===== config.mk =====
export PLATFORM = sky130hd
export DESIGN_NAME = uib_regs
export DESIGN_NICKNAME = d
export VERILOG_FILES = /design/src/core/uib_pkg.sv /design/src/core/uib_regs.sv
export VERILOG_INCLUDE_DIRS = /design/src /design/src/core
export SDC_FILE = /design/constraint.sdc
export NUM_CORES = 1
export LEC_CHECK = 0
export BUFFER_PORTS_ARGS = -buffer_cell sky130_fd_sc_hd__buf_2
export CORE_MARGIN = 2
export CORE_UTILIZATION = 43
export DETAILED_ROUTE_END_ITERATION = 16
export PLACE_DENSITY = 0.76
export SYNTH_ARGS = -nofsm -noshare
export SYNTH_HDL_FRONTEND = slang
export SYNTH_SLANG_ARGS = --single-unit

===== constraint.sdc =====
create_clock -name REF_CLK_I -period 2 [get_ports REF_CLK_I]
set_clock_uncertainty 0.1 [all_clocks]
set_input_delay 0 -clock REF_CLK_I [delete_from_list [all_inputs] [get_ports REF_CLK_I]]
set_output_delay 0 -clock REF_CLK_I [all_outputs]
set_load 0.01 [all_outputs]

===== src/core/uib_cfg.svh =====
// constants of the infrared serial register bank
`ifndef UIB_CFG_SVH
`define UIB_CFG_SVH
// register index within the eight-word window (byte address = index * 4)
`define UIB_IDX_W 3
`define UIB_ADDR_W 8
`define UIB_IDX_LSB 2
`define UIB_OFS_00 3'h0
`define UIB_OFS_01 3'h1
`define UIB_OFS_02 3'h2
`define UIB_OFS_03 3'h3
`define UIB_OFS_04 3'h4
`define UIB_OFS_06 3'h6
`define UIB_OFS_07 3'h7
// banks
`define UIB_BANK_0 3'h0
`define UIB_BANK_1 3'h1
`define UIB_BANK_2 3'h2
`define UIB_BANK_3 3'h3
`define UIB_BANK_4 3'h4
`define UIB_BANK_5 3'h5
`define UIB_BANK_6 3'h6
// shared location decode: bit 7 low is a line-control write
`define UIB_LCR_SEL_BIT 7
`define UIB_BANK_KEY 3'h7
`define UIB_BANK_KEY_HI 7
`define UIB_BANK_KEY_LO 5
`define UIB_BANK_FLD_HI 2
`define UIB_BANK_FLD_LO 0
// reset values
`define UIB_LCR_RST 8'h00
`define UIB_FCR_RST 8'h00
`define UIB_LEG_RST 8'h00
`define UIB_BASIC_RST 8'h02
`define UIB_PHYS_RST 8'h20
`define UIB_PWC_RST 8'h00
// writable bit masks, writes zero reserved bits; UIB_PHYS_RST sets bit 5 until the first write
`define UIB_LEG_MASK 8'h0c
`define UIB_BASIC_MASK 8'h13
`define UIB_PHYS_MASK 8'hc0
`define UIB_PWC_MASK 8'h0f
// field positions
`define UIB_LEG_SEL_HI 3
`define UIB_LEG_SEL_LO 2
`define UIB_FDPLX_BIT 0
`define UIB_MSSEL_BIT 1
`define UIB_AUX_BIT 4
`define UIB_MOD_DS_BIT 6
`define UIB_DEM_DS_BIT 7
`define UIB_LVL_W 5
`define UIB_PWC_HI 3
`define UIB_PWC_LO 0
// interface mode codes
`define UIB_MODE_SERIAL 2'b00
`define UIB_MODE_CARRIER 2'b10
`define UIB_MODE_SIR 2'b11
// pulse width codes and masked modem status value
`define UIB_PWC_316 4'h0
`define UIB_PWC_1U6 4'hd
`define UIB_MSR_MASKED 8'h30
// identity nibbles, values arbitrary
`define UIB_MOD_TYPE 4'h9
`define UIB_MOD_REV 4'h1
// bus answers
`define UIB_RESP_OKAY 2'b00
`define UIB_RESP_DECERR 2'b11
`endif


===== src/core/uib_pkg.sv =====
// types of the infrared serial register bank
package uib_pkg;
  typedef logic [2:0] uib_bank_t;
  typedef struct packed {
    logic [1:0] mode;
    logic carrier_mod_en;
    logic carrier_demod_en;
    logic sir_pulse_width_control_1u6;
    logic rx_masked;
    logic ms_int_en;
  } uib_ir_ctrl_t;
  typedef enum logic [1:0] {
    UIB_PW_316 = 2'b00,
    UIB_PW_1U6 = 2'b01
  } uib_pw_t;
endpackage


===== src/core/uib_regs.sv =====
// banked configuration registers of the infrared serial port, AXI4-Lite slave
//
// Contract
// [RQ1] receive level reads byte count in bits 4:0, upper bits zero, read-only
// [RQ2] software reads level three times, uses second if first two match
// [RQ3] bank three decodes id, line shadow, fifo shadow, shared 03h, reserved
// [RQ4] id register read-only: module type upper nibble, revision lower
// [RQ5] line shadow returns line control, updated by 03h write in any bank
// [RQ6] fifo shadow is read-only, returns last bank-0 fifo control write
// [RQ7] offset 03h in every bank reaches the shared line/bank select
// [RQ8] bank four bits 3:2 select serial, reserved, carrier IR or SIR
// [RQ9] extended operation ignores the non-extended mode select bits
// [RQ10] full-duplex bit 0 keeps receiver live; otherwise masked while sending
// [RQ11] IR mode with select set: modem status reads 30h, interrupt off
// [RQ12] bank five bit 4 routes receive path from auxiliary input
// [RQ13] bank six bit 6 low applies 500 kHz modulation in carrier mode
// [RQ14] bank six bit 7 low demodulates 500 kHz carrier on receive
// [RQ15] pulse code 0000 gives 3/16 bit, 1101 gives 1.6 us
// [RQ16] pulse width setting affects only transmit, never reception
// [RQ17] software writes zero to reserved offsets and reserved bits
// [RQ18] loopback in IR mode keeps modem interrupt off unless select is 0
// [RQ19] reserved offsets and bits read zero, writes to them are dropped; bank six offset 00h reads bit 5 set from reset until written
`timescale 1ns/1ps
`include "uib_cfg.svh"
module uib_regs
  import uib_pkg::*;
(
  input wire logic REF_CLK_I,
  input wire logic NRST_I,
  // AXI4-Lite slave
  input wire logic [`UIB_ADDR_W-1:0] AWADDR_I,
  input wire logic AWVALID_I,
  output logic AWREADY_O,
  input wire logic [31:0] WDATA_I,
  input wire logic [3:0] WSTRB_I,
  input wire logic WVALID_I,
  output logic WREADY_O,
  output logic [1:0] BRESP_O,
  output logic BVALID_O,
  input wire logic BREADY_I,
  input wire logic [`UIB_ADDR_W-1:0] ARADDR_I,
  input wire logic ARVALID_I,
  output logic ARREADY_O,
  output logic [31:0] RDATA_O,
  output logic [1:0] RRESP_O,
  output logic RVALID_O,
  input wire logic RREADY_I,
  // status from the serial core
  input wire logic [`UIB_LVL_W-1:0] RX_LEVEL_I,
  input wire logic [`UIB_LVL_W-1:0] TX_LEVEL_I,
  input wire logic EXT_MODE_I,
  input wire logic [1:0] EXT_IR_MODE_I,
  input wire logic LOOPBACK_I,
  input wire logic [7:0] MODEM_STATUS_I,
  input wire logic TX_ACTIVE_I,
  input wire logic IR_RX_PRI_I,
  input wire logic IR_RX_AUX_I,
  // controls toward the infrared path
  output logic [1:0] IR_MODE_O,
  output logic CARRIER_MOD_EN_O,
  output logic CARRIER_DEMOD_EN_O,
  output logic SIR_PULSE_WIDTH_CONTROL_1U6_O,
  output logic [7:0] MSR_VALUE_O,
  output logic MS_INT_EN_O,
  output logic IR_RX_O,
  output logic [2:0] BANK_O,
  output logic [7:0] LINE_CONTROL_O
);

  // ==========================================================
  // bus handshake state
  // timing seen from the bus: the write answer comes two edges after both
  // halves arrive together, read data one edge after the address is taken;
  // readies stay low after each take until the answer is taken, so a master must wait on
  // them and never assume a fixed latency
  logic awrdy_r, wrdy_r, bvalid_r, arrdy_r, rvalid_r;
  logic aw_have_r, w_have_r;
  logic [`UIB_IDX_W-1:0] aw_idx_r;
  logic aw_bad_r;
  logic [7:0] wbyte_r;
  logic wlane_r;
  logic [1:0] bresp_r, rresp_r;
  logic [31:0] rdata_r;
  logic aw_hs, w_hs, ar_hs, do_write;

  assign aw_hs = AWVALID_I & awrdy_r;
  assign w_hs = WVALID_I & wrdy_r;
  assign ar_hs = ARVALID_I & arrdy_r;
  assign do_write = aw_have_r & w_have_r & ~bvalid_r;

  // ==========================================================
  // register state
  logic [7:0] lcr_r, fcr_r, leg_r, basic_r, phys_r, pw_code_r;
  uib_bank_t bank_r;
  logic wr_en;
  logic [`UIB_IDX_W-1:0] wi;

  // a write with byte lane 0 off or outside the window touches nothing
  assign wr_en = do_write & wlane_r & ~aw_bad_r;
  assign wi = aw_idx_r;

  // ==========================================================
  // write address channel: address and data accepted in either order
  // ready is withheld while an address is held or an answer waits; this
  // keeps one write in flight without a separate state machine
  always_ff @(posedge REF_CLK_I or negedge NRST_I)
  begin
    if (!NRST_I)
    begin
      awrdy_r <= 1'b0;
      aw_have_r <= 1'b0;
      aw_idx_r <= `UIB_OFS_00;
      aw_bad_r <= 1'b0;
    end
    else
    begin
      awrdy_r <= ~aw_have_r & ~aw_hs & ~bvalid_r;
      if (aw_hs)
      begin
        aw_have_r <= 1'b1;
        aw_idx_r <= AWADDR_I[`UIB_IDX_LSB +: `UIB_IDX_W];
        aw_bad_r <= |AWADDR_I[`UIB_ADDR_W-1:`UIB_IDX_LSB+`UIB_IDX_W];
      end
      else if (do_write)
        aw_have_r <= 1'b0;
    end
  end

  // write data channel, only the low byte matters
  // every register is one byte wide, so a write with lane 0 off is
  // answered okay but changes nothing
  always_ff @(posedge REF_CLK_I or negedge NRST_I)
  begin
    if (!NRST_I)
    begin
      wrdy_r <= 1'b0;
      w_have_r <= 1'b0;
      wbyte_r <= 8'h00;
      wlane_r <= 1'b0;
    end
    else
    begin
      wrdy_r <= ~w_have_r & ~w_hs & ~bvalid_r;
      if (w_hs)
      begin
        w_have_r <= 1'b1;
        wbyte_r <= WDATA_I[7:0];
        wlane_r <= WSTRB_I[0];
      end
      else if (do_write)
        w_have_r <= 1'b0;
    end
  end

  // write response, held until the master takes it
  // a refused address still gets an answer, so the master never hangs
  always_ff @(posedge REF_CLK_I or negedge NRST_I)
  begin
    if (!NRST_I)
    begin
      bvalid_r <= 1'b0;
      bresp_r <= `UIB_RESP_OKAY;
    end
    else if (do_write)
    begin
      bvalid_r <= 1'b1;
      bresp_r <= aw_bad_r ? `UIB_RESP_DECERR : `UIB_RESP_OKAY;
    end
    else if (bvalid_r & BREADY_I)
      bvalid_r <= 1'b0;
  end

  // ==========================================================
  // shared line-control / bank-select location, reached from any bank
  // a bank-select value leaves line control alone, so the shadow keeps
  // showing the last real line setting
  always_ff @(posedge REF_CLK_I or negedge NRST_I)
  begin
    if (!NRST_I)
    begin
      lcr_r <= `UIB_LCR_RST;
      bank_r <= `UIB_BANK_0;
    end
    else if (wr_en && wi == `UIB_OFS_03) // RQ7
    begin
      if (!wbyte_r[`UIB_LCR_SEL_BIT])
      begin
        lcr_r <= wbyte_r; // RQ5
        bank_r <= `UIB_BANK_0;
      end
      else if (wbyte_r[`UIB_BANK_KEY_HI:`UIB_BANK_KEY_LO] == `UIB_BANK_KEY)
        bank_r <= wbyte_r[`UIB_BANK_FLD_HI:`UIB_BANK_FLD_LO];
      else
      begin
        // divisor latch access style value: line control and bank one
        lcr_r <= wbyte_r; // RQ5
        bank_r <= `UIB_BANK_1;
      end
    end
  end

  // banked registers; reserved bits masked off, reserved offsets ignored
  // the shadow offsets of bank three have no write arm, so they stay
  // read-only without a separate guard
  always_ff @(posedge REF_CLK_I or negedge NRST_I)
  begin
    if (!NRST_I)
    begin
      fcr_r <= `UIB_FCR_RST;
      leg_r <= `UIB_LEG_RST;
      basic_r <= `UIB_BASIC_RST;
      phys_r <= `UIB_PHYS_RST;
      pw_code_r <= `UIB_PWC_RST;
    end
    else if (wr_en)
    begin
      if (bank_r == `UIB_BANK_0 && wi == `UIB_OFS_02)
        fcr_r <= wbyte_r; // RQ6
      if (bank_r == `UIB_BANK_4 && wi == `UIB_OFS_02)
        leg_r <= wbyte_r & `UIB_LEG_MASK; // RQ19
      if (bank_r == `UIB_BANK_5 && wi == `UIB_OFS_04)
        basic_r <= wbyte_r & `UIB_BASIC_MASK; // RQ19
      if (bank_r == `UIB_BANK_6 && wi == `UIB_OFS_00)
        phys_r <= wbyte_r & `UIB_PHYS_MASK; // RQ19
      if (bank_r == `UIB_BANK_6 && wi == `UIB_OFS_02)
        pw_code_r <= wbyte_r & `UIB_PWC_MASK; // RQ19
    end
  end

  // ==========================================================
  // read decode; levels are not frozen, so software must filter them
  // latching the levels would cost a copy per read and still not give a
  // coherent count while traffic runs, so they pass straight through
  function automatic logic [7:0] rd_mux(input uib_bank_t bk,
                                        input logic [`UIB_IDX_W-1:0] ix);
    logic [7:0] v;
    v = 8'h00; // RQ19
    if (ix == `UIB_OFS_03)
      v = (bk == `UIB_BANK_0) ? lcr_r : {`UIB_BANK_KEY, 2'b00, bk}; // RQ7
    else
      case (bk)
        `UIB_BANK_2:
        begin
          if (ix == `UIB_OFS_07)
            v = {3'h0, RX_LEVEL_I}; // RQ1
          else if (ix == `UIB_OFS_06)
            v = {3'h0, TX_LEVEL_I};
        end
        `UIB_BANK_3:
        begin
          case (ix) // RQ3
            `UIB_OFS_00: v = {`UIB_MOD_TYPE, `UIB_MOD_REV}; // RQ4
            `UIB_OFS_01: v = lcr_r; // RQ5
            `UIB_OFS_02: v = fcr_r; // RQ6
            default: v = 8'h00;
          endcase
        end
        `UIB_BANK_4: if (ix == `UIB_OFS_02) v = leg_r; // RQ8
        `UIB_BANK_5: if (ix == `UIB_OFS_04) v = basic_r;
        `UIB_BANK_6:
        begin
          if (ix == `UIB_OFS_00)
            v = phys_r;
          else if (ix == `UIB_OFS_02)
            v = pw_code_r;
        end
        default: v = 8'h00;
      endcase
    return v;
  endfunction

  // read channel: data appears the cycle after the address is taken
  // the bank is taken as it stands at the address edge; a bank change
  // still in flight on the write side is seen by the next read
  always_ff @(posedge REF_CLK_I or negedge NRST_I)
  begin
    if (!NRST_I)
    begin
      arrdy_r <= 1'b0;
      rvalid_r <= 1'b0;
      rdata_r <= 32'h0000_0000;
      rresp_r <= `UIB_RESP_OKAY;
    end
    else
    begin
      arrdy_r <= ~rvalid_r & ~ar_hs;
      if (ar_hs)
      begin
        rvalid_r <= 1'b1;
        if (|ARADDR_I[`UIB_ADDR_W-1:`UIB_IDX_LSB+`UIB_IDX_W])
        begin
          rdata_r <= 32'h0000_0000;
          rresp_r <= `UIB_RESP_DECERR;
        end
        else
        begin
          rdata_r <= {24'h00_0000,
                      rd_mux(bank_r, ARADDR_I[`UIB_IDX_LSB +: `UIB_IDX_W])};
          rresp_r <= `UIB_RESP_OKAY;
        end
      end
      else if (rvalid_r & RREADY_I)
        rvalid_r <= 1'b0;
    end
  end

  // ==========================================================
  // infrared controls derived from the registers
  uib_ir_ctrl_t ctl_nxt, ctl_r;
  logic ir_rx_nxt, ir_rx_r;
  logic [7:0] msr_nxt, msr_r;

  always_comb
  begin
    // extended operation owns the mode; legacy bits are ignored then
    ctl_nxt.mode = EXT_MODE_I ? EXT_IR_MODE_I :
                   leg_r[`UIB_LEG_SEL_HI:`UIB_LEG_SEL_LO]; // RQ8 RQ9
    ctl_nxt.carrier_mod_en = (ctl_nxt.mode == `UIB_MODE_CARRIER) &
                             ~phys_r[`UIB_MOD_DS_BIT]; // RQ13
    ctl_nxt.carrier_demod_en = (ctl_nxt.mode == `UIB_MODE_CARRIER) &
                               ~phys_r[`UIB_DEM_DS_BIT]; // RQ14
    // reserved codes fall back to 3/16; receive detection never sees this
    ctl_nxt.sir_pulse_width_control_1u6 = (pw_code_r[`UIB_PWC_HI:`UIB_PWC_LO] ==
                          `UIB_PWC_1U6); // RQ15 RQ16
    ctl_nxt.rx_masked = TX_ACTIVE_I & ~basic_r[`UIB_FDPLX_BIT]; // RQ10
    // loopback swaps the modem sources upstream and keeps this gate, so
    // the loopback flag itself is not needed here; modem events stay
    // silent in infrared modes until the select bit is cleared
    ctl_nxt.ms_int_en = ~((ctl_nxt.mode != `UIB_MODE_SERIAL) &
                          basic_r[`UIB_MSSEL_BIT]); // RQ11 RQ18
    msr_nxt = ctl_nxt.ms_int_en ? MODEM_STATUS_I : `UIB_MSR_MASKED; // RQ11
    // masked receive idles low; aux select picks the front end
    ir_rx_nxt = ~ctl_nxt.rx_masked &
                (basic_r[`UIB_AUX_BIT] ? IR_RX_AUX_I : IR_RX_PRI_I); // RQ12
  end

  // outputs registered: one cycle of latency on every control
  // the registered copy keeps every output straight from a flop; the
  // serial core absorbs the extra cycle easily
  always_ff @(posedge REF_CLK_I or negedge NRST_I)
  begin
    if (!NRST_I)
    begin
      ctl_r <= '0;
      msr_r <= 8'h00;
      ir_rx_r <= 1'b0;
    end
    else
    begin
      ctl_r <= ctl_nxt;
      msr_r <= msr_nxt;
      ir_rx_r <= ir_rx_nxt;
    end
  end

  // ==========================================================
  // port drive
  assign AWREADY_O = awrdy_r;
  assign WREADY_O = wrdy_r;
  assign BVALID_O = bvalid_r;
  assign BRESP_O = bresp_r;
  assign ARREADY_O = arrdy_r;
  assign RVALID_O = rvalid_r;
  assign RDATA_O = rdata_r;
  assign RRESP_O = rresp_r;
  assign IR_MODE_O = ctl_r.mode;
  assign CARRIER_MOD_EN_O = ctl_r.carrier_mod_en;
  assign CARRIER_DEMOD_EN_O = ctl_r.carrier_demod_en;
  assign SIR_PULSE_WIDTH_CONTROL_1U6_O = ctl_r.sir_pulse_width_control_1u6;
  assign MS_INT_EN_O = ctl_r.ms_int_en;
  assign MSR_VALUE_O = msr_r;
  assign IR_RX_O = ir_rx_r;
  assign BANK_O = bank_r;
  assign LINE_CONTROL_O = lcr_r;

endmodule


==> results of run 1 <==
cell usage after synthesis (3+ instances only):
| cell | count | area [um2] |
|---|---|---|
| inv_1 | 7 | 26.3 |
| nor3_1 | 8 | 40.0 |
| nand2_1 | 23 | 86.3 |
| buf_4 | 27 | 203 |
| and2_1 | 8 | 50.1 |
| a221oi_1 | 3 | 26.3 |
| clkbuf_1 | 8 | 30.0 |
| nor2_1 | 12 | 45.0 |
| a211oi_1 | 4 | 30.0 |
| nor2b_1 | 5 | 31.3 |
| o21ai_0 | 18 | 90.1 |
| o22ai_1 | 4 | 25.0 |
| nand3_1 | 3 | 15.0 |
| a22oi_1 | 5 | 37.5 |
| dfrtp_1 | 74 | 1850 |
| mux2i_1 | 8 | 80.1 |
| nor4_1 | 3 | 18.8 |
| nand2b_1 | 8 | 50.1 |
| a21oi_1 | 8 | 40.0 |
| mux2_2 | 40 | 450 |
report_power, final:
group / switching (W) / total (W) / leakage [nW] / internal [W]
combinational: 0.000458 / 0.00102 / 1.25 / 0.000558
clock: 0.000571 / 0.00139 / 0.112 / 0.000824
sequential: 0.000363 / 0.00220 / 0.972 / 0.00183
stage by stage:
stage          instances  setup TNS [ns]  setup slack (ns)  instance area, um2  util, %
3_5_place_dp         506           -1.16           -0.0992                4110     50.7
2_1_floorplan        329          -0.267           -0.0446                3620        -
6_report             563               0            0.0203                4830     59.7
4_1_cts              559        -0.00680          -0.00518                4770     58.9
5_1_grt              563          -0.211           -0.0321                4830     59.7
3_3_place_gp         506          -0.299           -0.0295                4110     50.7
flip-flops by register name (all words and copies together), names as in the netlist, 2 cells and up:
| signal | cells |
|---|---|
| basic_r | 3 |
| leg_r | 2 |
| LINE_CONTROL_O | 8 |
| MSR_VALUE_O | 8 |
| wbyte_r | 8 |
| phys_r | 3 |
| aw_idx_r | 3 |
| IR_MODE_O | 2 |
| fcr_r | 8 |
| RDATA_O | 8 |
| BANK_O | 3 |
| pw_code_r | 4 |
cells by family (layout without fill, tap and decap cells):
| family | after synthesis | count (layout) | synth area share, % |
|---|---|---|---|
| AO/OA/AOI/OAI | 51 | 51 | 9.17 |
| flip-flops | 76 | 76 | 53.9 |
| AND/OR/NAND/NOR | 87 | 87 | 14.4 |
| buffers and inverters | 43 | 172 | 7.47 |
| other | 1 | 24 | 0.106 |
| multiplexers | 48 | 48 | 15.0 |
final cells by class:
class / count / area, um2 / area share [%]
multi-input combinational: 210 / 1530 / 31.5
clock inverter: 6 / 114 / 2.36
tap: 105 / 131 / 2.72
clock buffer: 9 / 124 / 2.56
sequential: 76 / 1910 / 39.4
inverter: 7 / 26.3 / 0.543
timing repair buffer: 150 / 1010 / 20.9
placed cells by master, fill, tap and decap left out, types with 3 or more instances in the layout:
cell	instances
mux2_4	3
dfrtp_1	73
nand2_1	23
and2_1	8
a22oi_1	5
nor2_1	12
nor3_1	8
bufinv_16	3
nor2b_1	5
clkbuf_8	9
o21ai_0	18
inv_1	7
a21oi_1	8
a221oi_1	3
dlygate4sd3_1	38
a211oi_1	4
buf_2	93
mux2i_1	8
buf_4	16
mux2_2	37
o22ai_1	4
nand2b_1	8
conb_1	24
nor4_1	3
critical path: stages, from the launching register on:
cell,delay (ns)
dfrtp_1,0.39
nand3b_4,0.17
or3b_4,0.39
buf_6,0.14
nor2_4,0.13
nand4b_4,0.20
mux2_2,0.34
worst paths after layout:
path	cells past startpoint	slack [ns]	startpoint	endpoint
worst max-delay path	6	0.02	BVALID_O	fcr_r[0]
worst min-delay path	5	0.03	TX_LEVEL_I[1]	RDATA_O[1]
worst min register to register	1	0.36	RVALID_O	ARREADY_O
min in group asynchronous	2	0.05	NRST_I	AWREADY_O
max in group asynchronous	3	1.10	NRST_I	phys_r[5]
worst max register to register	6	0.02	BVALID_O	fcr_r[0]
routing by layer:
layer | vias to the layer above | wire, um
li1 | 1334 | -
met1 | 1389 | 3590
met2 | 137 | 4150
met3 | 12 | 667
met4 | 0 | 112
met5 | - | 0
timing repair:
action / in CTS / in global routing
hold endpoints to repair: 113 / 0
buffers inserted: 0 / 4
setup endpoints to repair: 22 / 23
pin swaps: 0 / 2
resized for setup: 7 / 8
hold buffers: 38 / 0
==> impl_results.rst, run 1 <==
.. list-table::
   :header-rows: 1

   * - Metric
     - Value
   * - Result of the run
     - completed
   * - Required arrival time at the worst endpoint
     - 2.13 ns
   * - Synth warn
     - 0
   * - Fraction of final layout cells with drive strength greater than 1
     - 39.1%
   * - CTS Root Cell
     - clkbuf_8
   * - Netlist area before placement
     - 3530 um2
   * - Post-synthesis sequential element count
     - 76
   * - Die W
     - 94.7 um
   * - Post-layout power
     - 0.00461 W
   * - # fillers
     - 664
   * - HPWL after detailed placement
     - 5970 um
   * - Sequential cell area fraction in the yosys report
     - 53.9%
   * - Number of unique standard cell types used by synthesis
     - 44
   * - Top-level port count
     - 151
   * - Combined global-route utilization of all metal layers
     - 20.0%
   * - Max-Slew Margin vs Limit
     - 63.7%
   * - Routability Congestion
     - 0.810
   * - Number of enable flip-flop cells after synthesis
     - 0
   * - Minimum clock period after layout
     - 1.98 ns
   * - Share of synthesized registers carrying an async set or reset
     - 100%
   * - Leading register cell type out of synthesis
     - dfrtp_1
   * - CTS tree
     - done
   * - Worst setup SP type
     - register
   * - DR pass1 iterations
     - 4
   * - Number of max-cap violations
     - 0
   * - Vias per cell
     - 5.10
   * - Post-Route Hold Slack
     - 0.0289 ns
   * - Busiest layer in global routing
     - met2
   * - Global-route met1 utilization
     - 25.0%
   * - Finish-stage setup viols
     - 0
   * - Diode insertion count for antenna repair
     - 0
   * - Final worst path period share
     - 99.0%
   * - Slew at the pin closest to its max-slew limit
     - 0.541 ns
   * - Largest net degree at the start of global routing
     - 42
   * - Post-DR wirelength/cell
     - 15.1 um
   * - Power Dens Cells
     - 953 nW/um2
   * - Clock network latency to the later pin of the worst-skew pair
     - 0.34 ns
   * - Sinks on Clock Net
     - 76
   * - Setup repair after global routing missed its margin
     - yes
   * - Vias in the first global route
     - 2,829
   * - Mean post-synth cell area
     - 11.6 um2
   * - # port buffers
     - 94
   * - Number of nets still failing antenna checks after routing
     - 0
   * - Static leakage power
     - 2.34 nW
   * - Die ar.
     - 8960 um2
   * - Standard cell core area
     - 8090 um2
   * - Wirelength, routed
     - 8520 um
   * - Htree depth
     - 3
   * - Residual DRC
     - 0
   * - Final-report hold violation count
     - 0
   * - Worst hold-check path type
     - primary input to register
   * - Number of clock buffers inserted by TritonCTS
     - 9
   * - Std-Cell Rows
     - 33
   * - Crit path kind
     - register to register
   * - Pins Over Slew Limit
     - 0
   * - Total overflow reported by the global router
     - 0
   * - Max rail drop VDD
     - 0.737 mV
   * - Met2 routing resource usage after global routing
     - 33.0%
   * - NumNets Final
     - 538
   * - Antenna violations before repair
     - 0
   * - CP Capture Type
     - register
   * - Met3 Use GR
     - 6.07%
   * - Drt first-iter violations
     - 135
   * - Reg clk slew, reported paths
     - 0.08 ns
   * - P&R area growth vs syn
     - 36.8%
   * - Arrival time worst endpoint
     - 2.10 ns
   * - Wire length of the first global-routing pass
     - 13,700 um
   * - Effective utilization at floorplan
     - 43.7%
   * - Max frequency
     - 505 MHz
   * - Vias
     - 2,872
   * - Die Height
     - 94.7 um
   * - Cell count after synthesis
     - 306
   * - Crit Path Max Fanout
     - 8
   * - Clk buf depth
     - 2
No activity file was read; power rests on OpenSTA's default activity.
==> inputs of run 2 (changes only) <==
CORE_UTILIZATION = 48   (was 43)
CTS_BUF_LIST = sky130_fd_sc_hd__clkbuf_16   (was not set)
PLACE_DENSITY = 0.87   (was 0.76)
clock period = 1.9 ns   (was 2 ns; I/O delays follow)
==> impl_results.rst, run 2 (synthesized netlist as in run 1, its figures left out) <==
.. list-table::
   :header-rows: 1

   * - Metric
     - Value
   * - Pins Over Slew Limit
     - 0 (unchanged)
   * - # port buffers
     - 94 (unchanged)
   * - Max frequency
     - 505 MHz (about the same)
   * - Number of max-cap violations
     - 0 (unchanged)
   * - Effective utilization at floorplan
     - 49.3% (+5.6 points)
   * - Number of clock buffers inserted by TritonCTS
     - 9 (unchanged)
   * - Placed insts
     - 502 (-0.79%)
   * - Crit-path leading delay family
     - simple AND/OR/NAND/NOR gates
   * - CP Capture Type
     - register
   * - Vias in the first global route
     - 2,958 (+4.6%)
   * - Commonest cells after routing, fill and taps aside
     - 93 x buf_2, 72 x dfrtp_1, 37 x dlygate4sd3_1
   * - Buffers & Inverters on Critical Path
     - 2 (+1)
   * - Htree depth
     - 3 (unchanged)
   * - Result of the run
     - finished, violations left
   * - Final critical-path setup slack
     - -0.0810 ns (-0.101 ns)
   * - Largest net degree at the start of global routing
     - 53 (+26%)
   * - Vias
     - 2,942 (+2.4%)
   * - Antenna violations before repair
     - 0 (unchanged)
   * - Clk buf depth
     - 2 (unchanged)
   * - Post-DR wirelength/cell
     - 16.2 um (+6.8%)
   * - Finish-stage setup viols
     - 24 (+24)
   * - Worst setup SP type
     - register
   * - Routability Congestion
     - 0.852 (+5.2%)
   * - HPWL after detailed placement
     - 5960 um (about the same)
   * - Static leakage power
     - 2.40 nW (+2.9%)
   * - Wirelength, routed
     - 9070 um (+6.5%)
   * - Fraction of final layout cells with drive strength greater than 1
     - 40.5% (+1.4 points)
   * - Die W
     - 89.8 um (-5.1%)
   * - Drt first-iter violations
     - 154 (+14%)
   * - Number of nets still failing antenna checks after routing
     - 0 (unchanged)
   * - Minimum clock period after layout
     - 1.98 ns (+0.00131 ns)
   * - CTS tree
     - done
   * - Sinks on Clock Net
     - 76 (unchanged)
   * - Slew at the pin closest to its max-slew limit
     - 0.664 ns (+0.123 ns)
   * - Crit path kind
     - register to register
   * - Violated checks
     - negative setup slack
   * - Cell Chain, Critical Path
     - nand3b_4 -> or3b_4 -> buf_6 -> nor2_4 -> buf_6 -> nand3_4 -> mux2_4
   * - Setup repair after global routing missed its margin
     - yes
   * - CP most frequent cell
     - buf_6
   * - Power Dens Cells
     - 1040 nW/um2 (+9.4%)
   * - Final-report hold violation count
     - 0 (unchanged)
   * - Required arrival time at the worst endpoint
     - 2.02 ns (-0.11 ns)
   * - Top-level port count
     - 151 (unchanged)
   * - Vias per cell
     - 5.24 (+2.8%)
   * - Standard cell core area
     - 7180 um2 (-11%)
   * - Wire length of the first global-routing pass
     - 14,800 um (+8.4%)
   * - Max-Slew Margin vs Limit
     - 55.8% (-7.9 points)
   * - Std-Cell Rows
     - 31 (-6.1%)
   * - Diode insertion count for antenna repair
     - 0 (unchanged)
   * - Combined global-route utilization of all metal layers
     - 23.4% (+3.4 points)
   * - CTS Root Cell
     - clkbuf_16
   * - Reg clk slew, reported paths
     - 0.06 ns (-0.02 ns)
   * - Residual DRC
     - 0 (unchanged)
   * - Arrival time worst endpoint
     - 2.10 ns (about the same)
   * - Max rail drop VDD
     - 0.827 mV (+12%)
   * - DR pass1 iterations
     - 4 (unchanged)
   * - Final worst path period share
     - 104% (+5.3 points)
   * - NumNets Final
     - 541 (+0.56%)
   * - Count of non-filler cells in the finished layout
     - 561 (-0.36%)
   * - Post-Route Hold Slack
     - 0.0227 ns (-0.00623 ns)
   * - Total overflow reported by the global router
     - 0 (unchanged)
   * - Worst hold-check path type
     - primary input to register
   * - Most frequent standard cell in the layout excluding fill and tap cells
     - buf_2
   * - Crit Path Max Fanout
     - 3 (-5)
   * - Clock network latency to the later pin of the worst-skew pair
     - 0.33 ns (about the same)
   * - P&R area growth vs syn
     - 40.8%
   * - Die Height
     - 89.8 um (-5.1%)
   * - Cell with the largest stage delay on the worst path
     - or3b_4
   * - Die ar.
     - 8070 um2 (-10%)
   * - CP peak stage delay
     - 0.40 ns (about the same)
[run 2: repair_timing]
item | in CTS | in global routing
setup buffers | 5 | 2
gates resized for setup | 21 | 12
endpoints found under the setup margin | 30 | 39
cloned | 0 | 0
hold buffers | 37 | 0
hold endpoints to repair | 85 | 0
pin swaps | 3 | 4
[run 2: worst register-to-register path, cell delays in order, from the launching register on]
cell,delay (ns)
dfrtp_1,0.38
nand3b_4,0.16
or3b_4,0.40
buf_6,0.14
nor2_4,0.13
buf_6,0.14
nand3_4,0.09
mux2_4,0.32
[run 2: area by class of cell]
type                            count  area (um2)
Clock buffer                        9         225
Clock inverter                      7        77.6
Fill cell                         520        2200
Inverter                            7        26.3
Multi-Input combinational cell    210        1580
Sequential cell                    76        1910
Tap cell                           99         124
Timing Repair Buffer              153        1040
[run 2: routing by layer]
| layer | track usage [%] | vias up | share of wire, % |
|---|---|---|---|
| met5 | 0 | - | 0 |
| li1 | - | 1348 | - |
| met4 | 10.8 | 0 | 2.4 |
| met1 | 28.4 | 1416 | 40 |
| met3 | 4.53 | 21 | 7.2 |
| met2 | 40.4 | 157 | 50 |
[run 2: worst paths after layout]
check,start,end,slack [ns],cells after the start
worst max-delay path,BVALID_O,basic_r[4],-0.08,7
min in group asynchronous,NRST_I,AWREADY_O,0.13,2
worst max register to register,BVALID_O,basic_r[4],-0.08,7
worst min-delay path,TX_LEVEL_I[1],RDATA_O[1],0.02,5
max in group asynchronous,NRST_I,BANK_O[2],0.97,3
worst min register to register,RVALID_O,ARREADY_O,0.37,1
[run 2: report_power, final]
group | internal, W | switching [W]
combinational | 0.000627 | 0.000516
sequential | 0.00193 | 0.000402
clock | 0.00102 | 0.000685
total | 0.00358 | 0.00160
[run 2: per-stage QoR]
stage / power, W / cell area [um2] / setup WS [ns] / util (%) / setup TNS, ns
floorplan: 0.00285 / 3620 / -0.145 / - / -0.984
finish: 0.00519 / 4980 / -0.0810 / 69.3 / -1.44
detailed placement: 0.00330 / 4110 / -0.174 / 57.3 / -3.37
global route: 0.00542 / 4980 / -0.137 / 69.3 / -2.73
CTS: 0.00516 / 4930 / -0.0703 / 68.6 / -1.01
global placement: 0.00323 / 4110 / -0.100 / 57.3 / -1.55
